==> config.mk <==
export PLATFORM = sky130hd
export DESIGN_NAME = dcs_top
export DESIGN_NICKNAME = d
export VERILOG_FILES = /design/src/pkg/dcs_pkg.sv /design/src/hw/dcs_fifo.sv /design/src/hw/dcs_top.sv
export VERILOG_INCLUDE_DIRS = /design/src /design/src/pkg
export SDC_FILE = /design/constraint.sdc
export NUM_CORES = 1
export LEC_CHECK = 0
export BUFFER_PORTS_ARGS = -buffer_cell sky130_fd_sc_hd__buf_2
export CORE_ASPECT_RATIO = 1.2
export CORE_MARGIN = 4
export CORE_UTILIZATION = 30
export CTS_CLUSTER_DIAMETER = 40
export DETAILED_ROUTE_END_ITERATION = 6
export PLACE_DENSITY_LB_ADDON = 0.15
export SLEW_MARGIN = 20
export SYNTH_ARGS = -nofsm -noshare
export SYNTH_HDL_FRONTEND = slang
export SYNTH_SLANG_ARGS = --single-unit
==> constraint.sdc <==
create_clock -name clk_i -period 5.6 [get_ports clk_i]
set_input_delay 1.12 -clock clk_i [delete_from_list [all_inputs] [get_ports clk_i]]
set_output_delay 1.12 -clock clk_i [all_outputs]
set_load 0.05 [all_outputs]
==> src/pkg/dcs_cfg.svh <==
// timing counts and field codes of the command sequencer
// assumes a 100 MHz core clock; included by its bare name
`ifndef DCS_CFG_SVH
`define DCS_CFG_SVH

`define DCS_CLK_PS 10000
`define DCS_TRFC_NS 110
`define DCS_TRFC_CYC ((`DCS_TRFC_NS * 1000 + `DCS_CLK_PS - 1) / `DCS_CLK_PS)
`define DCS_TREFI_NS 7800
`define DCS_REF_POSTPONE 9
`define DCS_REF_MAX_CYC ((`DCS_REF_POSTPONE * `DCS_TREFI_NS * 1000) / `DCS_CLK_PS)

`define DCS_BL_FIXED8 2'h0
`define DCS_BL_OTF 2'h1
`define DCS_BL_FIXED4 2'h2

`define DCS_BC4_LAST 2'h1
`define DCS_BL8_LAST 2'h3

`define DCS_MR0_BANK 3'h0

`endif

==> src/pkg/dcs_pkg.sv <==
// types of the command sequencer
// takes nothing from dcs_cfg.svh; command and state codes are literal here
package dcs_pkg;

    typedef enum logic [3:0] {
        DCS_CMD_NOP = 4'h7,
        DCS_CMD_ACT = 4'h3,
        DCS_CMD_RD = 4'h5,
        DCS_CMD_WR = 4'h4,
        DCS_CMD_REF = 4'h1,
        DCS_CMD_PRE = 4'h2,
        DCS_CMD_MRS = 4'h0,
        DCS_CMD_ZQ = 4'h6
    } dcs_cmd_t;

    typedef enum logic [2:0] {
        DCS_ST_IDLE = 3'h1,
        DCS_ST_READ = 3'h2,
        DCS_ST_WRITE = 3'h4
    } dcs_state_t;

endpackage

==> src/hw/dcs_fifo.sv <==
// small synchronous fifo holding scheduled bursts
// assumes one clock, asynchronous active-high reset
`timescale 1ns/10ps
module dcs_fifo #(
    parameter int WIDTH = 8,
    parameter int DEPTH = 8
) (
    input wire logic clk_i,              // core clock
    input wire logic sys_rst_i,          // async reset
    input wire logic in_valid_i,         // write request
    output logic in_ready_o,             // space free
    input wire logic [WIDTH-1:0] in_data_i, // write word
    output logic out_valid_o,            // word present
    input wire logic out_ready_i,        // pop request
    output logic [WIDTH-1:0] out_data_o  // head word
);
    localparam int AW = $clog2(DEPTH);

    logic [WIDTH-1:0] mem [DEPTH];
    logic [AW-1:0] wr_ptr;
    logic [AW-1:0] rd_ptr;
    logic [AW:0] count;
    wire push = in_valid_i && in_ready_o;
    wire pop = out_valid_o && out_ready_i;
    wire [AW:0] next_count = count + {{AW{1'b0}}, push} - {{AW{1'b0}}, pop};
    wire [AW-1:0] next_rd_ptr = pop ? rd_ptr + 1'b1 : rd_ptr;

    always_ff @(posedge clk_i)
    begin
        if (push)
        begin
            mem[wr_ptr] <= in_data_i;
        end
    end

    // head word registered, with write-through when the fifo runs dry
    always_ff @(posedge clk_i or posedge sys_rst_i)
    begin
        if (sys_rst_i)
        begin
            wr_ptr <= '0;
            rd_ptr <= '0;
            count <= '0;
            in_ready_o <= 1'b1;
            out_valid_o <= 1'b0;
            out_data_o <= '0;
        end
        else
        begin
            wr_ptr <= push ? wr_ptr + 1'b1 : wr_ptr;
            rd_ptr <= next_rd_ptr;
            count <= next_count;
            in_ready_o <= (next_count != DEPTH[AW:0]);
            out_valid_o <= (next_count != '0);
            out_data_o <= (push && wr_ptr == next_rd_ptr) ? in_data_i : mem[next_rd_ptr];
        end
    end
endmodule

==> src/hw/dcs_top.sv <==
// command sequencer of the dram: burst length, latency, refresh spacing, odt window
// assumes command pins from the controller's domain, sampled on clk_i
// Behaviour
// - mode field 10, or field 01 with a12 low, gives a four-beat chopped burst
// - mode field 00, or field 01 with a12 high, gives a full eight-beat burst
// - on-the-fly mode takes a12 afresh for every read and write
// - write latency is additive latency plus cas write latency
// - odt sync/async transition window lasts write latency minus one cycle
`timescale 1ns/10ps
`include "dcs_cfg.svh"
module dcs_top #(
    parameter int REF_MAX_CYC = `DCS_REF_MAX_CYC,
    parameter int QDEPTH = 8
) (
    input wire logic clk_i,          // core clock
    input wire logic sys_rst_i,      // async reset
    input wire logic cs_n_i,         // chip select, low active
    input wire logic ras_n_i,        // row strobe, low active
    input wire logic cas_n_i,        // column strobe, low active
    input wire logic we_n_i,         // write enable, low active
    input wire logic cke_i,          // clock enable
    input wire logic [2:0] ba_i,     // bank address
    input wire logic [12:0] addr_i,  // address, a12 chooses otf burst
    input wire logic [3:0] cas_lat_i,  // cas latency
    input wire logic [3:0] add_lat_i,  // additive latency
    input wire logic [3:0] cwl_i,      // cas write latency
    output logic rd_burst_o,         // read data driven
    output logic wr_burst_o,         // write data captured
    output logic burst8_o,           // current burst is eight beats
    output logic odt_async_o,        // odt in transition window
    output logic rfc_viol_o,         // command inside refresh cycle
    output logic refi_viol_o,        // refresh interval overrun
    output logic q_ready_o           // burst queue has room
);
    localparam int TRFC_CYC = `DCS_TRFC_CYC;
    localparam int QW = 8;

    function automatic logic is_bl8(input logic [1:0] field, input logic a12);
        is_bl8 = (field == `DCS_BL_FIXED8) || (field == `DCS_BL_OTF && a12);
    endfunction

    function automatic logic [5:0] lat_sum(input logic [3:0] x, input logic [3:0] y);
        lat_sum = {2'h0, x} + {2'h0, y};
    endfunction

    // ==========================================================
    // pin synchronisers
    localparam int SW = 4 + 1 + 3 + 13 + 12;
    logic [SW-1:0] sync1;
    logic [SW-1:0] sync2;
    wire [SW-1:0] pins = {cs_n_i, ras_n_i, cas_n_i, we_n_i, cke_i, ba_i, addr_i, cas_lat_i, add_lat_i, cwl_i};

    always_ff @(posedge clk_i or posedge sys_rst_i)
    begin
        if (sys_rst_i)
        begin
            sync1 <= {4'hf, 1'b1, {(SW-5){1'b0}}};
            sync2 <= {4'hf, 1'b1, {(SW-5){1'b0}}};
        end
        else
        begin
            sync1 <= pins;
            sync2 <= sync1;
        end
    end

    wire [3:0] cmd_bits = sync2[SW-1 -: 4];
    wire cke = sync2[SW-5];
    wire [2:0] ba = sync2[SW-6 -: 3];
    wire [12:0] addr = sync2[SW-9 -: 13];
    wire [3:0] cl = sync2[11:8];
    wire [3:0] al = sync2[7:4];
    wire [3:0] cwl = sync2[3:0];

    // ==========================================================
    // command decode
    wire cmd_sel = !cmd_bits[3];
    wire [3:0] cmd_code = {1'b0, cmd_bits[2:0]};
    wire is_rd = cmd_sel && cmd_code == dcs_pkg::DCS_CMD_RD;
    wire is_wr = cmd_sel && cmd_code == dcs_pkg::DCS_CMD_WR;
    wire is_ref = cmd_sel && cmd_code == dcs_pkg::DCS_CMD_REF && cke;
    wire is_mr0 = cmd_sel && cmd_code == dcs_pkg::DCS_CMD_MRS && ba == `DCS_MR0_BANK;
    wire is_busy_cmd = cmd_sel && cmd_code != dcs_pkg::DCS_CMD_NOP;
    wire [5:0] rl = lat_sum(cl, al);
    wire [5:0] wl = lat_sum(al, cwl);

    logic [1:0] bl_field;
    logic [5:0] now;

    always_ff @(posedge clk_i or posedge sys_rst_i)
    begin
        if (sys_rst_i)
        begin
            bl_field <= `DCS_BL_FIXED8;
            now <= '0;
        end
        else
        begin
            bl_field <= is_mr0 ? addr[1:0] : bl_field;
            now <= now + 6'h1;
        end
    end

    // ==========================================================
    // burst queue: {write, eight beats, due cycle}
    wire push_bl8 = is_bl8(bl_field, addr[12]);
    wire [5:0] push_due = now + (is_wr ? wl : rl);
    wire [QW-1:0] push_word = {is_wr, push_bl8, push_due};
    wire head_valid;
    wire [QW-1:0] head;
    wire head_wr = head[7];
    wire head_bl8 = head[6];
    wire [5:0] late = now - head[5:0];

    dcs_pkg::dcs_state_t state;
    logic [1:0] beat_left;
    wire engine_free = state == dcs_pkg::DCS_ST_IDLE || beat_left == 2'h0;
    wire start = head_valid && !late[5] && engine_free;

    dcs_fifo #(
        .WIDTH(QW),
        .DEPTH(QDEPTH)
    ) u_queue (
        .clk_i(clk_i),
        .sys_rst_i(sys_rst_i),
        .in_valid_i(is_rd || is_wr),
        .in_ready_o(q_ready_o),
        .in_data_i(push_word),
        .out_valid_o(head_valid),
        .out_ready_i(start),
        .out_data_o(head)
    );

    // ==========================================================
    // burst engine, two beats per clock
    wire [1:0] next_beat = head_bl8 ? `DCS_BL8_LAST : `DCS_BC4_LAST;

    always_ff @(posedge clk_i or posedge sys_rst_i)
    begin
        if (sys_rst_i)
        begin
            state <= dcs_pkg::DCS_ST_IDLE;
            beat_left <= 2'h0;
            rd_burst_o <= 1'b0;
            wr_burst_o <= 1'b0;
            burst8_o <= 1'b0;
        end
        else if (start)
        begin
            state <= head_wr ? dcs_pkg::DCS_ST_WRITE : dcs_pkg::DCS_ST_READ;
            beat_left <= next_beat;
            rd_burst_o <= !head_wr;
            wr_burst_o <= head_wr;
            burst8_o <= head_bl8;
        end
        else if (beat_left != 2'h0)
        begin
            beat_left <= beat_left - 2'h1;
        end
        else
        begin
            state <= dcs_pkg::DCS_ST_IDLE;
            rd_burst_o <= 1'b0;
            wr_burst_o <= 1'b0;
            burst8_o <= 1'b0;
        end
    end

    // ==========================================================
    // refresh spacing watch
    logic [7:0] rfc_cnt;
    logic [15:0] refi_cnt;
    wire rfc_hit = rfc_cnt != 8'h0 && is_busy_cmd;
    wire refi_hit = refi_cnt == REF_MAX_CYC[15:0];

    always_ff @(posedge clk_i or posedge sys_rst_i)
    begin
        if (sys_rst_i)
        begin
            rfc_cnt <= 8'h0;
            refi_cnt <= 16'h0;
            rfc_viol_o <= 1'b0;
            refi_viol_o <= 1'b0;
        end
        else
        begin
            rfc_cnt <= is_ref ? 8'(TRFC_CYC - 1) : (rfc_cnt != 8'h0 ? rfc_cnt - 8'h1 : 8'h0);
            refi_cnt <= is_ref ? 16'h0 : (refi_hit ? refi_cnt : refi_cnt + 16'h1);
            rfc_viol_o <= rfc_viol_o || rfc_hit;
            refi_viol_o <= refi_viol_o || refi_hit;
        end
    end

    // ==========================================================
    // odt transition window on cke edges
    logic cke_q;
    logic [5:0] odt_cnt;
    wire cke_edge = cke != cke_q;
    wire [5:0] anpd = wl - 6'h1;

    always_ff @(posedge clk_i or posedge sys_rst_i)
    begin
        if (sys_rst_i)
        begin
            cke_q <= 1'b1;
            odt_cnt <= 6'h0;
            odt_async_o <= 1'b0;
        end
        else
        begin
            cke_q <= cke;
            if (cke_edge)
            begin
                odt_cnt <= anpd;
                odt_async_o <= anpd != 6'h0;
            end
            else if (odt_cnt != 6'h0)
            begin
                odt_cnt <= odt_cnt - 6'h1;
                odt_async_o <= odt_cnt != 6'h1;
            end
        end
    end
endmodule

Yosys cells after proc, flatten, opt, wreduce, memory -nomap -nowiden. Memories as Yosys holds them, arrays and structs flattened. A register that Yosys moved wholly into a read port is not among the register bits. Cells that the tools add are included.

Input port bits: 35. Bits in writable memories: 64. Output and inout port bits: 7. Word-level logic and storage cells: 102. Memories: 1. Flip-flop bits (word level): 128.

Memory list: u_queue.mem (depth 8, bits a word 8, rd ports 1, clocked after memory_dff 1, write ports 1, line dcs_fifo.sv:19) `logic [WIDTH-1:0] mem [DEPTH];`.

Muxes and demuxes: 22. Equality and inequality tests: 12. Reduce and logical (&&, ||, !) cells: 32. Add/sub/neg operators: 14.

Operator list (number): $mux 16 (2); $add 16x1->16 const B (1); $eq 16x13->1 const B (1); $mux 8 (2); $logic_and 1x1->1 (13); $mux 3 (4); $mux 6 (2); $reduce_bool 6->1 (2); $add 4x4->5 (2); $mux 1 (8); $reduce_bool 8->1 (1); $sub 8x1->8 const B (1); $add 3x1->3 const B (2); $add 6x1->6 const B (1); $add 6x5->6 (1); $eq 3x1->1 const B (2); $eq 3x3->1 const B (2); $mux 2 (3); $ne 6x1->1 const B (1); $reduce_bool 2->1 (3); $sub 5x1->6 const B (1); $sub 6x1->6 const B (1); $sub 6x6->6 (1); $logic_or 1x1->1 (5); 15 further kinds (18).

Logic depth before layout (Yosys ltp).
Depth after elaboration: 7. Mapped depth: 14. Gate-level depth less buffers: 14.

Modules after synthesis. Synthesis repeated with hierarchy kept, for this count alone.

Cell total of the unflattened synthesis: 684. Area total of the unflattened synthesis: 8215.4 sq um.

By module, submodules not included: dcs_top (area each 4166.5 sq um, cells each 354, seq. area each 2367.3 sq um, times used 1); dcs_fifo (area each 4048.9 sq um, cells each 330, seq. area each 2423.6 sq um, times used 1).

Worst setup path after synthesis. OpenSTA, ideal clock, no wires.

Kind: register to register. From: register, netlist name sync2[31]. To: register u_queue.out_data_o[4] (read register of u_queue.mem). Clock period less this slack: 3696 ps. Buffers on the path: 0. Arrival: 3571 ps. Stages on the path, launching flop included: 9. Setup time: 125 ps. Data required time: 5475 ps. Path slack: 1904 ps. Cells stage by stage: dfstp_2 > nor4b_1 > mux2_2 > ha_1 > fa_1 > a21o_1 > a21oi_1 > xnor2_1 > mux2_2.

RTL lines: to (decl) (line dcs_fifo.sv:15) `output logic [WIDTH-1:0] out_data_o`.

Worst setup path after layout.
From: register now[4]. To: register u_queue.out_data_o[1] (read register of u_queue.mem).

Longest elaborated chain between the ends: 6.

RTL lines: from (decl) (line dcs_top.sv:88) `logic [5:0] now;`; from (signal assigned) (line dcs_top.sv:100) `now <= now + 6'h1;`; $sub 6x6->6 (line dcs_top.sv:113) `wire [5:0] late = now - head[5:0];`; $logic_not 1->1 (line dcs_top.sv:118) `wire start = head_valid && !late[5] && engine_free;`; $logic_and 1x1->1 (2 in a row) (line dcs_top.sv:118); $logic_and 1x1->1 (line dcs_fifo.sv:24) `wire pop = out_valid_o && out_ready_i;`; $mux 3 (line dcs_fifo.sv:26) `wire [AW-1:0] next_rd_ptr = pop ? rd_ptr + 1'b1 : rd_ptr;`.

No other way between the ends. A chain may end at the register's enable or synchronous reset.

==> metrics.cfg <==
[outcome]
outcome=completed

[min_path]
worstHoldStart=sync1[2]
holdPathEnd=sync2[2]
min_path_type=reg -> reg
hold_depth=0

[synthesis]
synthArstFlopShare_pct=64.04
synth_common_cells=dfrtp_1 (101), edfxtp_1 (64), nor2_1 (47)
synth_area_leaders=dfrtp_1 (33%), edfxtp_1 (25%), ha_1 (5.3%)
yosysMostFrequentCell=dfrtp_1
ys_warn_count=0
synth_edf_count=64
netlist_instances=587
synthesis.nets=659
synth_top_family_by_area=simple AND/OR/NAND/NOR gates
yosysSeqAreaShare_pct=62.07
synth_ff_type=dfrtp_1
ys_ff_latch=178
synthXorXnorAreaFrac_pct=5.982
syn_area_sq_um=7719
synthAdderAreaFrac_pct=6.387
yosys.area_share.simple_pct=11.40
syn_avg_cell_area_sq_um=13.15
synth_mux_area_share_pct=2.999
yosys.area.top_type=dfrtp_1
netlist.area_leader.share_pct=32.74
synth-compound-area-share_pct=7.927
yosysUniqueCellTypes=60

[timing]
setup_ws_ps=1797
worstMarginPinSlew_ps=1047
setup_viol=0
fin_crit_ps=3803
finalHoldViolations=0
fmax_ghz=0.2630
rsz0062_at_grt=no
finalSetupTns_ps=0
drv_slew=0
fin_skew_ps=8.162
maxSlewHeadroom_pct=29.91
period_share_pct=67.90

[routing]
ant_nets=0
routed_via_density=4.792
dr.pass1.iters=4
vias=4653
wire_per_inst_um=16.22
drtIter0Drc=161
drc=0
routed_wirelength_mm=15.75

[clock_network]
ctsHoldBuffers=0
cts-buffers-inserted=17
post_cts_resize_count=0
cts_setup_buffers=0
clkSlewWorstSetupHoldPaths_ps=70
cts_root_buf=clkbuf_16
cts.path.max_buffers=2
insertion_delay_ps=420
cts_sinks=178
htree_levels=4
cts_tree=done

[global_routing]
grtUsageTotal_pct=11.60
grt_pass1_wl_mm=25.84
antenna_found_initial=0
grt_overflow_total=0
grt_max_degree=83
grt_pass1_vias=4977

[worst_setup_path]
worstSetupEndpointType=flop
critical_path_required_ps=5960
crit_chain=ha_1, nand4_1, o221ai_2, xnor2_2, or4_4, nand2_1, buf_4, a2111oi_0, nor4_1, mux2_2
slowest_stage=or4_4
critPathKind=reg -> reg
cpPeakStageDelay_ps=630
path_max_fanout=30
r2r_start=now[4]
cp-start-kind=flop
cp.arrival_ps=4160
rr_worst_depth=10
r2r_slack_ps=1800
r2r-end=u_queue.out_data_o[1]

[floorplan]
initial_core_util_pct=30.31
ioPinCount=42
dieArea_sq_um=28370
num_rows=64
core_area_sq_um=25460
die_x_um=154.4
die_h_um=183.7

[flow_run]
drv_cap=0

[pwr]
p_leak_nw=3.642
vdd_drop_max_mv=0.2722
cellPowerDensity_nw_per_um2=512.2

[placed_design]
port_buffers=31
place_congestion=0.7692
dp_hpwl_mm=10.62
place_inst=939
dp_slack_ps=1828

[final_layout]
areaGrowthSynthToFinish_pct=15.06
fillers=2525
fin_cells=971
drive_gt1_share_pct=19.34
antenna_cells=0
nets=700

==> sequential cells by signal, indices dropped and copies added, names as in the netlist, 2 cells and up <==
| register | flops |
|---|---|
| u_queue.count | 4 |
| now | 6 |
| beat_left | 2 |
| odt_cnt | 6 |
| bl_field | 2 |
| sync2 | 23 |
| u_queue.rd_ptr | 3 |
| sync1 | 23 |
| u_queue.wr_ptr | 3 |
| rfc_cnt | 8 |
| u_queue.out_data_o | 8 |
| u_queue.mem | 64 |
| refi_cnt | 16 |
==> critical path: cells and delay by family, from the launching register on <==
family	cells	cell delay (ps)
XOR/XNOR	1	190
AND/OR/NAND/NOR	4	1680
flip-flops	1	430
adder cells (fa/ha/maj)	1	340
multiplexers	1	260
AO/OA/AOI/OAI	2	480
buffers and inverters	1	340
==> worst max path at each step <==
stage / from / to / slack [ps] / depth (start not counted)
after floorplan: sys_rst_i / beat_left[0] / 1490 / 1
after detailed placement: now[4] / u_queue.out_data_o[1] / 1830 / 10
after global placement: now[3] / u_queue.out_data_o[1] / 1880 / 10
after global routing: now[2] / u_queue.out_data_o[1] / 1550 / 10
final: now[4] / u_queue.out_data_o[1] / 1800 / 10
after CTS: now[4] / u_queue.out_data_o[1] / 1810 / 10
==> final cells by class <==
class	instances	area (sq um)	share of cell area (%)
sequential	178	4791	53.94
tap	330	412.9	4.649
clock buffer	23	510.5	5.748
timing repair buffer	41	230.2	2.592
multi-input combinational	357	2714	30.56
clock inverter	9	93.84	1.057
inverter	33	128.9	1.451
==> report_power, final <==
part           leakage (nW)  switching [mW]  internal (mW)
sequential             1.92           0.155           1.59
combinational          1.43           0.962          0.644
clock                 0.291           0.501          0.695
==> layer usage <==
metal  vias to the layer above  part of all wire [%]  track usage (%)
met5                         -                     0                0
li1                       2217                     -                -
met2                        62                    54            20.84
met1                      2360                    43            13.88
met3                        14                   2.3            2.190
met4                         0                   1.4            4.099
==> per-stage QoR <==
stage	utilization (%)	cell area, sq um	hold slack (ps)	power, mW
floorplan	-	7719	331.2	2.942
global placement	32.47	8268	333.9	3.332
detailed placement	32.47	8268	334.7	3.392
CTS	34.84	8872	350.4	4.614
global route	34.88	8881	354.3	4.856
finish	34.88	8881	347.0	4.549
==> layout by cell type (no fill, tap or decap), drive strengths merged, types with 28 or more instances in the layout <==
cell type,n
xnor2,28
a2111oi,28
buf,41
dfrtp,101
nor2,48
inv,33
ha,33
edfxtp,64
and3,33
==> kinds of logic (layout without fill, tap and decap cells) <==
group,after synthesis,in the layout
multiplexers,21,21
AO/OA/AOI/OAI,84,84
flip-flops,178,178
adder cells (fa/ha/maj),37,37
XOR/XNOR,51,51
buffers and inverters,52,106
AND/OR/NAND/NOR,164,164
Note: power is estimated with default switching activity, not from simulation.
